## config.mk

```make
export PLATFORM = sky130hd
export DESIGN_NAME = slbcfg_top
export DESIGN_NICKNAME = d
export VERILOG_FILES = /design/src/slbcfg_pkg.sv /design/src/slbcfg_gain_if.sv /design/src/slbcfg_gain.sv /design/src/slbcfg_top.sv
export SDC_FILE = /design/constraint.sdc
export NUM_CORES = 1
export LEC_CHECK = 0
export BUFFER_PORTS_ARGS = -buffer_cell sky130_fd_sc_hd__buf_2
export CORE_AREA = 2 2 129 131
export DETAILED_ROUTE_END_ITERATION = 7
export DIE_AREA = 0 0 131 133
export GPL_TIMING_DRIVEN = 0
export PLACE_DENSITY = 0.78
export SYNTH_ARGS = -nofsm -noshare
export SYNTH_HDL_FRONTEND = slang
export SYNTH_SLANG_ARGS = --single-unit
```

## constraint.sdc

```tcl
create_clock -name I_CLK -period 2.9 [get_ports I_CLK]
set_input_delay 0.145 -clock I_CLK [delete_from_list [all_inputs] [get_ports I_CLK]]
set_output_delay 0.145 -clock I_CLK [all_outputs]
set_load 0.02 [all_outputs]
```

## src/slbcfg_pkg.sv

```systemverilog
/*
  Constants, field layouts, reset values and enumerations for the
  second time slot front-end configuration bank. Assumes a 25 MHz
  clock and an AXI4-Lite host with 32-bit data.
*/
package slbcfg_pkg;
  localparam int ADDR_W = 12;
  localparam int IDX_LSB = 2;
  localparam int IDX_MSB = 9;
  localparam logic [7:0] IDX_WIN = 8'h3b;
  localparam logic [7:0] IDX_MODE_GAIN = 8'h44;
  localparam logic [7:0] IDX_PATH = 8'h45;
  localparam logic [7:0] IDX_CH_GAIN = 8'h55;
  localparam logic [7:0] IDX_DIG_EN = 8'h58;
  localparam logic [7:0] IDX_GAP = 8'h5a;
  localparam logic [7:0] IDX_STATUS = 8'h60;
  localparam int WIDTH_LSB = 11;
  localparam int COARSE_LSB = 5;
  localparam int FINE_LSB = 0;
  localparam logic [4:0] WIDTH_RST = 5'h04;
  localparam logic [5:0] COARSE_RST = 6'h17;
  localparam logic [4:0] FINE_RST = 5'h1c;
  localparam logic [15:0] WIN_RST = {WIDTH_RST, COARSE_RST, FINE_RST};
  localparam int MODE_LSB = 8;
  localparam int IND_EN_BIT = 6;
  localparam int GAIN_LSB = 0;
  localparam logic [7:0] MODE_CODE_NORMAL = 8'h1c;
  localparam logic [7:0] MODE_CODE_DIGINT = 8'h1d;
  localparam logic [15:0] MODE_GAIN_RST = 16'h1c38;
  localparam logic [15:0] PATH_CODE_FULL = 16'hada5;
  localparam logic [15:0] PATH_CODE_AMP = 16'hb065;
  localparam logic [15:0] PATH_CODE_DIGINT = 16'hae65;
  localparam logic [15:0] PATH_RST = PATH_CODE_FULL;
  localparam int CH_GAIN_LSB = 6;
  localparam logic [15:0] CH_GAIN_RST = 16'h0000;
  localparam int DIG_EN_B_BIT = 13;
  localparam int DIG_EN_A_BIT = 12;
  localparam logic [15:0] DIG_EN_RST = 16'h0000;
  localparam int GAP_EN_BIT = 7;
  localparam logic [15:0] GAP_RST = 16'h0000;
  localparam int ST_PATH_LSB = 0;
  localparam int ST_MODE_LSB = 2;
  localparam int ST_OK_BIT = 4;
  localparam int ST_DIG_B_BIT = 5;
  localparam logic [1:0] RESP_OKAY = 2'h0;
  localparam logic [1:0] RESP_SLVERR = 2'h2;
  localparam int CLK_PERIOD_NS = 40;
  localparam int STEP_US_NS = 1000;
  localparam real FINE_STEP_NS = 31.25;
  localparam int FINE_PER_US = int'(STEP_US_NS / FINE_STEP_NS);
  localparam int CYC_PER_US = STEP_US_NS / CLK_PERIOD_NS;
  localparam int NUM_CH = 4;
  typedef enum logic [1:0] {
    PATH_FULL,
    PATH_AMP_ADC,
    PATH_DIGINT,
    PATH_RESERVED
  } slbcfg_path_t;
  typedef enum logic [1:0] {
    MODE_NORMAL,
    MODE_DIGINT,
    MODE_RESERVED
  } slbcfg_mode_t;
endpackage

```

## src/slbcfg_gain_if.sv

```systemverilog
/*
  Gain settings passed from the register bank to the channel gain
  stage. Assumes both ends share one clock.
*/
`timescale 1ns/1ns
interface slbcfg_gain_if;
  logic ind_en;
  logic [1:0] shared_gain;
  logic [5:0] gain_234;
  logic [7:0] ch_gain;
  modport cfg (output ind_en, output shared_gain, output gain_234,
    input ch_gain);
  modport gain (input ind_en, input shared_gain, input gain_234,
    output ch_gain);
endinterface

```

## src/slbcfg_gain.sv

```systemverilog
/*
  Per-channel transimpedance gain selection for the second slot.
  Assumes its settings come from registers on the same clock.
*/
`timescale 1ns/1ns
module slbcfg_gain (
  input wire logic i_clk,
  input wire logic i_rst_n,
  slbcfg_gain_if.gain g
);
  import slbcfg_pkg::*;

  // Channel 1 never reads the per-channel field, so it has no select
  for (genvar ch = 0; ch < NUM_CH; ch++) begin : gen_ch
    if (ch == 0) begin : gen_first
      always_ff @(posedge i_clk) begin
        if (!i_rst_n) begin
          g.ch_gain[1:0] <= 2'h0;
        end else begin
          g.ch_gain[1:0] <= g.shared_gain;
        end
      end
    end else begin : gen_other
      always_ff @(posedge i_clk) begin
        if (!i_rst_n) begin
          g.ch_gain[2*ch +: 2] <= 2'h0;
        end else if (!g.ind_en) begin
          g.ch_gain[2*ch +: 2] <= g.shared_gain;
        end else begin
          g.ch_gain[2*ch +: 2] <= g.gain_234[2*(ch-1) +: 2];
        end
      end
    end
  end
endmodule

```

## src/slbcfg_top.sv

```systemverilog
/*
  Second time slot front-end configuration bank with an AXI4-Lite
  slave. Assumes a single-clock host that keeps at most one write
  and one read under way; decoded outputs lag register writes by
  one clock.
*/
// Added by the designer: the AXI4-Lite register port.
`timescale 1ns/1ns
module slbcfg_top (
  input wire logic I_CLK,
  input wire logic I_RST_N,
  input wire logic [slbcfg_pkg::ADDR_W-1:0] I_AWADDR,
  input wire logic I_AWVALID,
  output logic O_AWREADY,
  input wire logic [31:0] I_WDATA,
  input wire logic [3:0] I_WSTRB,
  input wire logic I_WVALID,
  output logic O_WREADY,
  output logic [1:0] O_BRESP,
  output logic O_BVALID,
  input wire logic I_BREADY,
  input wire logic [slbcfg_pkg::ADDR_W-1:0] I_ARADDR,
  input wire logic I_ARVALID,
  output logic O_ARREADY,
  output logic [31:0] O_RDATA,
  output logic [1:0] O_RRESP,
  output logic O_RVALID,
  input wire logic I_RREADY,
  output logic [4:0] O_WIN_WIDTH_US,
  output logic [9:0] O_WIN_WIDTH_CYC,
  output logic [5:0] O_WIN_COARSE_US,
  output logic [4:0] O_WIN_FINE,
  output logic [10:0] O_WIN_START_FINE,
  output logic O_GAP_EN,
  output logic [9:0] O_GAP_CYC,
  output slbcfg_pkg::slbcfg_mode_t O_MODE,
  output slbcfg_pkg::slbcfg_path_t O_PATH,
  output logic [7:0] O_CH_GAIN,
  output logic O_DIGINT_A,
  output logic O_DIGINT_B,
  output logic O_CFG_OK
);
  import slbcfg_pkg::*;

  logic [15:0] win_reg;
  logic [15:0] mode_gain_reg;
  logic [15:0] path_reg;
  logic [15:0] ch_gain_reg;
  logic [15:0] dig_en_reg;
  logic [15:0] gap_reg;
  logic [15:0] status_word;

  logic aw_held;
  logic w_held;
  logic [ADDR_W-1:0] aw_addr;
  logic [31:0] w_data;
  logic [3:0] w_strb;
  logic do_write;
  logic [7:0] wr_idx;
  logic wr_page_ok;
  logic wr_hit;

  logic [7:0] rd_idx;
  logic rd_page_ok;
  logic [15:0] rd_word;
  logic rd_hit;

  logic [4:0] width_f;
  logic [5:0] coarse_f;
  logic [4:0] fine_f;
  logic [7:0] mode_f;
  slbcfg_mode_t next_mode;
  slbcfg_path_t next_path;
  logic next_ok;

  slbcfg_gain_if gif ();

  function automatic logic [15:0] merge(input logic [15:0] old,
      input logic [31:0] data, input logic [3:0] strb);
    logic [15:0] res;
    res = old;
    if (strb[0]) begin
      res[7:0] = data[7:0];
    end
    if (strb[1]) begin
      res[15:8] = data[15:8];
    end
    return res;
  endfunction

  // Write address channel; ready stays low until the response is taken
  always_ff @(posedge I_CLK) begin
    if (!I_RST_N) begin
      O_AWREADY <= 1'b1;
    end else if (O_AWREADY && I_AWVALID) begin
      O_AWREADY <= 1'b0;
    end else if (O_BVALID && I_BREADY) begin
      O_AWREADY <= 1'b1;
    end
  end

  always_ff @(posedge I_CLK) begin
    if (!I_RST_N) begin
      aw_held <= 1'b0;
      aw_addr <= '0;
    end else if (O_AWREADY && I_AWVALID) begin
      aw_held <= 1'b1;
      aw_addr <= I_AWADDR;
    end else if (do_write) begin
      aw_held <= 1'b0;
    end
  end

  // Write data channel, taken independently of the address
  always_ff @(posedge I_CLK) begin
    if (!I_RST_N) begin
      O_WREADY <= 1'b1;
    end else if (O_WREADY && I_WVALID) begin
      O_WREADY <= 1'b0;
    end else if (O_BVALID && I_BREADY) begin
      O_WREADY <= 1'b1;
    end
  end

  always_ff @(posedge I_CLK) begin
    if (!I_RST_N) begin
      w_held <= 1'b0;
      w_data <= '0;
      w_strb <= '0;
    end else if (O_WREADY && I_WVALID) begin
      w_held <= 1'b1;
      w_data <= I_WDATA;
      w_strb <= I_WSTRB;
    end else if (do_write) begin
      w_held <= 1'b0;
    end
  end

  assign do_write = aw_held && w_held && !O_BVALID;
  assign wr_idx = aw_addr[IDX_MSB:IDX_LSB];
  assign wr_page_ok = (aw_addr[ADDR_W-1:IDX_MSB+1] == '0);

  always_comb begin
    wr_hit = 1'b0;
    if (wr_page_ok) begin
      unique case (wr_idx)
        IDX_WIN, IDX_MODE_GAIN, IDX_PATH, IDX_CH_GAIN,
        IDX_DIG_EN, IDX_GAP, IDX_STATUS: wr_hit = 1'b1;
        default: wr_hit = 1'b0;
      endcase
    end
  end

  // Write response; unmapped addresses answer with an error
  always_ff @(posedge I_CLK) begin
    if (!I_RST_N) begin
      O_BVALID <= 1'b0;
      O_BRESP <= RESP_OKAY;
    end else if (do_write) begin
      O_BVALID <= 1'b1;
      O_BRESP <= wr_hit ? RESP_OKAY : RESP_SLVERR;
    end else if (I_BREADY) begin
      O_BVALID <= 1'b0;
    end
  end

  // Window timing register
  always_ff @(posedge I_CLK) begin
    if (!I_RST_N) begin
      win_reg <= WIN_RST;
    end else if (do_write && wr_page_ok && wr_idx == IDX_WIN) begin
      win_reg <= merge(win_reg, w_data, w_strb);
    end
  end

  // Mode code, gain enable and shared gain; reserved bits stay writable
  always_ff @(posedge I_CLK) begin
    if (!I_RST_N) begin
      mode_gain_reg <= MODE_GAIN_RST;
    end else if (do_write && wr_page_ok && wr_idx == IDX_MODE_GAIN) begin
      mode_gain_reg <= merge(mode_gain_reg, w_data, w_strb);
    end
  end

  always_ff @(posedge I_CLK) begin
    if (!I_RST_N) begin
      path_reg <= PATH_RST;
    end else if (do_write && wr_page_ok && wr_idx == IDX_PATH) begin
      path_reg <= merge(path_reg, w_data, w_strb);
    end
  end

  always_ff @(posedge I_CLK) begin
    if (!I_RST_N) begin
      ch_gain_reg <= CH_GAIN_RST;
    end else if (do_write && wr_page_ok && wr_idx == IDX_CH_GAIN) begin
      ch_gain_reg <= merge(ch_gain_reg, w_data, w_strb);
    end
  end

  always_ff @(posedge I_CLK) begin
    if (!I_RST_N) begin
      dig_en_reg <= DIG_EN_RST;
    end else if (do_write && wr_page_ok && wr_idx == IDX_DIG_EN) begin
      dig_en_reg <= merge(dig_en_reg, w_data, w_strb);
    end
  end

  always_ff @(posedge I_CLK) begin
    if (!I_RST_N) begin
      gap_reg <= GAP_RST;
    end else if (do_write && wr_page_ok && wr_idx == IDX_GAP) begin
      gap_reg <= merge(gap_reg, w_data, w_strb);
    end
  end

  // Read channel: one access at a time, data one clock after address
  assign rd_idx = I_ARADDR[IDX_MSB:IDX_LSB];
  assign rd_page_ok = (I_ARADDR[ADDR_W-1:IDX_MSB+1] == '0);

  assign status_word = {10'h000, O_DIGINT_B, O_CFG_OK, O_MODE, O_PATH};

  always_comb begin
    rd_word = 16'h0000;
    rd_hit = rd_page_ok;
    unique case (rd_idx)
      IDX_WIN: rd_word = win_reg;
      IDX_MODE_GAIN: rd_word = mode_gain_reg;
      IDX_PATH: rd_word = path_reg;
      IDX_CH_GAIN: rd_word = ch_gain_reg;
      IDX_DIG_EN: rd_word = dig_en_reg;
      IDX_GAP: rd_word = gap_reg;
      IDX_STATUS: rd_word = status_word;
      default: rd_hit = 1'b0;
    endcase
    if (!rd_page_ok) begin
      rd_word = 16'h0000;
    end
  end

  always_ff @(posedge I_CLK) begin
    if (!I_RST_N) begin
      O_ARREADY <= 1'b1;
    end else if (O_ARREADY && I_ARVALID) begin
      O_ARREADY <= 1'b0;
    end else if (O_RVALID && I_RREADY) begin
      O_ARREADY <= 1'b1;
    end
  end

  always_ff @(posedge I_CLK) begin
    if (!I_RST_N) begin
      O_RVALID <= 1'b0;
      O_RDATA <= '0;
      O_RRESP <= RESP_OKAY;
    end else if (O_ARREADY && I_ARVALID) begin
      O_RVALID <= 1'b1;
      O_RDATA <= {16'h0000, rd_word};
      O_RRESP <= rd_hit ? RESP_OKAY : RESP_SLVERR;
    end else if (I_RREADY) begin
      O_RVALID <= 1'b0;
    end
  end

  // Field extraction
  assign width_f = win_reg[WIDTH_LSB +: 5];
  assign coarse_f = win_reg[COARSE_LSB +: 6];
  assign fine_f = win_reg[FINE_LSB +: 5];
  assign mode_f = mode_gain_reg[MODE_LSB +: 8];

  // Window placement; the start is kept in fine steps so that coarse
  // and fine offsets add without rounding
  always_ff @(posedge I_CLK) begin
    if (!I_RST_N) begin
      O_WIN_WIDTH_US <= WIDTH_RST;
      O_WIN_WIDTH_CYC <= 10'(int'(WIDTH_RST) * CYC_PER_US);
    end else begin
      O_WIN_WIDTH_US <= width_f;
      O_WIN_WIDTH_CYC <= 10'(int'(width_f) * CYC_PER_US);
    end
  end

  always_ff @(posedge I_CLK) begin
    if (!I_RST_N) begin
      O_WIN_COARSE_US <= COARSE_RST;
      O_WIN_FINE <= FINE_RST;
      O_WIN_START_FINE <= 11'(int'(COARSE_RST) * FINE_PER_US
        + int'(FINE_RST));
    end else begin
      O_WIN_COARSE_US <= coarse_f;
      O_WIN_FINE <= fine_f;
      O_WIN_START_FINE <= 11'(int'(coarse_f) * FINE_PER_US
        + int'(fine_f));
    end
  end

  // Gap reuses the fine field, but read in whole microseconds
  always_ff @(posedge I_CLK) begin
    if (!I_RST_N) begin
      O_GAP_EN <= 1'b0;
      O_GAP_CYC <= 10'h000;
    end else begin
      O_GAP_EN <= gap_reg[GAP_EN_BIT];
      if (gap_reg[GAP_EN_BIT]) begin
        O_GAP_CYC <= 10'(int'(fine_f) * CYC_PER_US);
      end else begin
        O_GAP_CYC <= 10'h000;
      end
    end
  end

  // Mode code decode
  always_comb begin
    unique case (mode_f)
      MODE_CODE_NORMAL: next_mode = MODE_NORMAL;
      MODE_CODE_DIGINT: next_mode = MODE_DIGINT;
      default: next_mode = MODE_RESERVED;
    endcase
  end

  // Path code decode; reserved codes are flagged, not remapped
  always_comb begin
    unique case (path_reg)
      PATH_CODE_FULL: next_path = PATH_FULL;
      PATH_CODE_AMP: next_path = PATH_AMP_ADC;
      PATH_CODE_DIGINT: next_path = PATH_DIGINT;
      default: next_path = PATH_RESERVED;
    endcase
  end

  // Software owns consistency; the block only reports it
  always_comb begin
    next_ok = 1'b0;
    if (next_mode == MODE_DIGINT) begin
      next_ok = (next_path == PATH_DIGINT)
        && dig_en_reg[DIG_EN_B_BIT];
    end else if (next_mode == MODE_NORMAL) begin
      next_ok = (next_path == PATH_FULL || next_path == PATH_AMP_ADC)
        && !dig_en_reg[DIG_EN_B_BIT];
    end
  end

  always_ff @(posedge I_CLK) begin
    if (!I_RST_N) begin
      O_MODE <= MODE_NORMAL;
      O_PATH <= PATH_FULL;
      O_CFG_OK <= 1'b1;
    end else begin
      O_MODE <= next_mode;
      O_PATH <= next_path;
      O_CFG_OK <= next_ok;
    end
  end

  always_ff @(posedge I_CLK) begin
    if (!I_RST_N) begin
      O_DIGINT_B <= 1'b0;
      O_DIGINT_A <= 1'b0;
    end else begin
      O_DIGINT_B <= dig_en_reg[DIG_EN_B_BIT];
      O_DIGINT_A <= dig_en_reg[DIG_EN_A_BIT];
    end
  end

  // Channel gains
  assign gif.ind_en = mode_gain_reg[IND_EN_BIT];
  assign gif.shared_gain = mode_gain_reg[GAIN_LSB +: 2];
  assign gif.gain_234 = ch_gain_reg[CH_GAIN_LSB +: 6];

  slbcfg_gain u_gain (
    .i_clk(I_CLK),
    .i_rst_n(I_RST_N),
    .g(gif.gain)
  );

  assign O_CH_GAIN = gif.ch_gain;
endmodule

```

==> out/metrics.cfg <==
[placed_design]
gp_congestion = 0.9556
numPortBuffers = 127
dp_cells = 1311
place_ws_ps = 271.8
place_hpwl_um = 17610

[yosys]
synth-edff-count = 0
synthCells = 947
ys_types = 58
seq_area_frac_synth_pct = 46.06
async_flop_share_pct = 0
synthFlopType = dfxtp_1
syn_area_um2 = 8606
ys_seq_elements = 198
syn_area_per_cell_um2 = 9.087
yosys_warnings = 0

[clock_network]
cts_setup_buffers = 0
clk_path_buf_depth = 2
insertion_delay_ps = 440
clk_pin_slew_ps = 70
tritoncts = built
cts.sinks = 198
cts-root-buf = clkbuf_16
cts_made_buffers = 17
htree_levels = 4

[cells_and_area]
layout_commonest_cell = dfxtp_1
n_antenna_cell = 0
layout.cells.non_filler = 1375
fin_nets = 1244
drive_gt1_share_pct = 19.13
syn2layout_area_growth_pct = 22.01
layout_common_cells = dfxtp_1, nand2_1, buf_2

[run_status]
status = finished with violations
violations = DRC

[floorplan]
die_x_um = 131
start_util_pct = 53.21
fp-row-count = 47
die_height_um = 133
die_area_um2 = 17420
ioPinCount = 171
core_area_um2 = 16170

[sta]
period_needed_ps = 2602
setup_tns_ps = 0
max_freq_ghz = 0.3843
hold_viol_final = 0
fin_ws_ps = 297.8
slew_viol_final = 0
whs_ps = 25.09
finalClockSkew_ps = 9.903
setup_viol = 0
rsz0062_at_grt = no
relSlewSlack_pct = 43.53
tightest_slew_ps = 844.5
period_share_pct = 89.73

[power_and_ir_drop]
power_density_nw_per_um2 = 528.7
p_leak_nw = 4.567
ir_worst_vdd_mv = 0.4426

[grt]
busiest_layer = met2
grt_pass1_vias = 6991
grt_max_degree = 18
grt_use_met1_pct = 37.88
grt_use_total_pct = 27.94
grt.overflow.total = 0
met2_usage_pct = 43.64
grt_antenna_before_repair = 0
grt_util_met3_pct = 5.661
grt_pass1_wl_um = 37250

[route]
via_per_inst = 5.587
ant_nets = 0
vias = 7682
dr.pass1.iters = 8
wl_per_cell_um = 17.59
drcViolationCount = 2
routed_wl_um = 24180
drt_iter0_markers = 807

[min_path]
hold_end = aw_addr[11]
worstHoldPathCells = 4
hold_path_class = in -> reg
min-delay-start = I_AWVALID

[worst_setup_path]
cpLargestDelayFamily = adder cells
cpPeakStageDelay_ps = 440
cp-start-kind = flip-flop
rr_endpoint = O_WIN_WIDTH_CYC[9]
path_cells = inv_1 -> ha_1 -> inv_1 -> ha_1 -> ha_1 -> ha_1 -> a31o_2 -> a21oi_1 -> xor2_1 -> nor2_1
cp.depth = 10
worstRegToRegCells = 10
rrSetupSlack_ps = 300
reg2reg_from = win_reg[14]
cp.required_ps = 3210
cp_slowest_cell = dfxtp_1
path_class = reg -> reg
end_kind = flip-flop
path_buf_inv = 2
cp_max_fo = 6
path_common_cell = ha_1
cp.arrival_ps = 2910

[run]
maxCapViolCount = 0

-- what timing repair did --
action / 4_1_cts / 5_1_grt
endpoints found under the setup margin: 0 / 0
endpoints found under the hold margin: 32 / 0
resized for setup: 0 / 0
hold buffers: 32 / 0
-- cells in the mapped netlist, drive strengths merged (2+ instances only) --
cell | count | area, um^2
clkbuf | 47 | 176.4
nor4bb | 5 | 50.05
or4bb | 2 | 22.52
and3 | 9 | 56.30
nor2 | 79 | 296.5
nor4 | 3 | 18.77
a31o | 2 | 17.52
a22o | 4 | 35.03
dfxtp | 198 | 3964
a221oi | 22 | 236.5
ha | 33 | 412.9
mux2 | 5 | 56.30
buf | 37 | 279.0
nand3b | 3 | 22.52
xor2 | 6 | 52.55
xnor2 | 4 | 35.03
a21boi | 4 | 30.03
nand4 | 7 | 43.79
nand2 | 151 | 566.8
o211a | 4 | 40.04
nor2b | 5 | 31.28
a211oi | 5 | 52.55
a31oi | 3 | 18.77
and3b | 2 | 17.52
a21o | 2 | 15.01
inv | 8 | 30.03
nor3 | 4 | 20.02
or3 | 2 | 12.51
a22oi | 15 | 112.6
o21ai | 56 | 280.3
a222oi | 12 | 120.1
nor3b | 5 | 42.54
or4b | 5 | 53.80
fa | 2 | 40.04
nand2b | 15 | 93.84
mux2i | 55 | 550.5
and2 | 18 | 112.6
nand3 | 19 | 95.09
nor4b | 3 | 41.29
a21oi | 76 | 380.4
-- power by group --
group          leakage (nW)  internal [mW]  switching, mW  total (mW)
sequential             1.60           2.75         0.0542        2.80
clock                 0.284           1.33           1.09        2.41
combinational          2.68          0.127          0.207       0.334
total                  4.57           4.20           1.35        5.55
-- layout make-up --
| class | count | area, um^2 |
|---|---|---|
| Fill cell | 1325 | 5672 |
| Inverter | 9 | 33.78 |
| Timing Repair Buffer | 159 | 955.9 |
| Tap cell | 220 | 275.3 |
| Buffer | 84 | 455.4 |
| Multi-Input combinational cell | 673 | 4217 |
| Sequential cell | 198 | 3964 |
| Clock inverter | 13 | 146.4 |
| Clock buffer | 19 | 452.9 |
-- worst min-delay path, delay by kind of cell --
kind	cells	cell delay, ps
AOI/OAI and AO/OA	1	50
buffers and inverters	1	90
and+or+nand+nor	2	130
-- per-layer routing --
| layer | share of wire, % | vias up | wire (um) |
|---|---|---|---|
| met1 | 42 | 3548 | 10230 |
| met3 | 9.2 | 54 | 2234 |
| met2 | 46 | 396 | 11080 |
| met4 | 2.6 | 0 | 639 |
| met5 | 0 | - | 0 |
| li1 | - | 3684 | - |
-- how the worst max path moves through the flow --
stage,endpoint,slack (ps),startpoint
finish,O_WIN_WIDTH_CYC[9],300,win_reg[14]
floorplan,O_WIN_WIDTH_CYC[9],550,win_reg[14]
global route,O_WIN_WIDTH_CYC[9],170,win_reg[14]
global placement,O_RDATA[13],320,I_ARADDR[3]
detailed placement,O_RDATA[13],270,I_ARADDR[3]
CTS,O_WIN_WIDTH_CYC[9],280,win_reg[14]
-- logic make-up (layout without fill, tap and decap cells) --
logic type | after synthesis | in the layout | synth area share, %
and+or+nand+nor | 341 | 341 | 18.93
muxes | 60 | 60 | 7.051
buffers and inverters | 93 | 284 | 5.685
other | 1 | 18 | 0.04358
AOI/OAI and AO/OA | 209 | 209 | 15.95
xor gates and xnor gates | 10 | 10 | 1.018
adders and majority gates | 35 | 35 | 5.263
DFF | 198 | 198 | 46.06
-- per-stage QoR --
stage | util, % | area (um^2) | power (mW)
2_1_floorplan | - | 8670 | 3.037
3_3_place_gp | 59.24 | 9580 | 3.156
3_5_place_dp | 59.24 | 9580 | 3.160
4_1_cts | 64.93 | 10500 | 5.539
5_1_grt | 64.93 | 10500 | 5.693
6_report | 64.93 | 10500 | 5.551
Power figures use the tool's default switching activity.
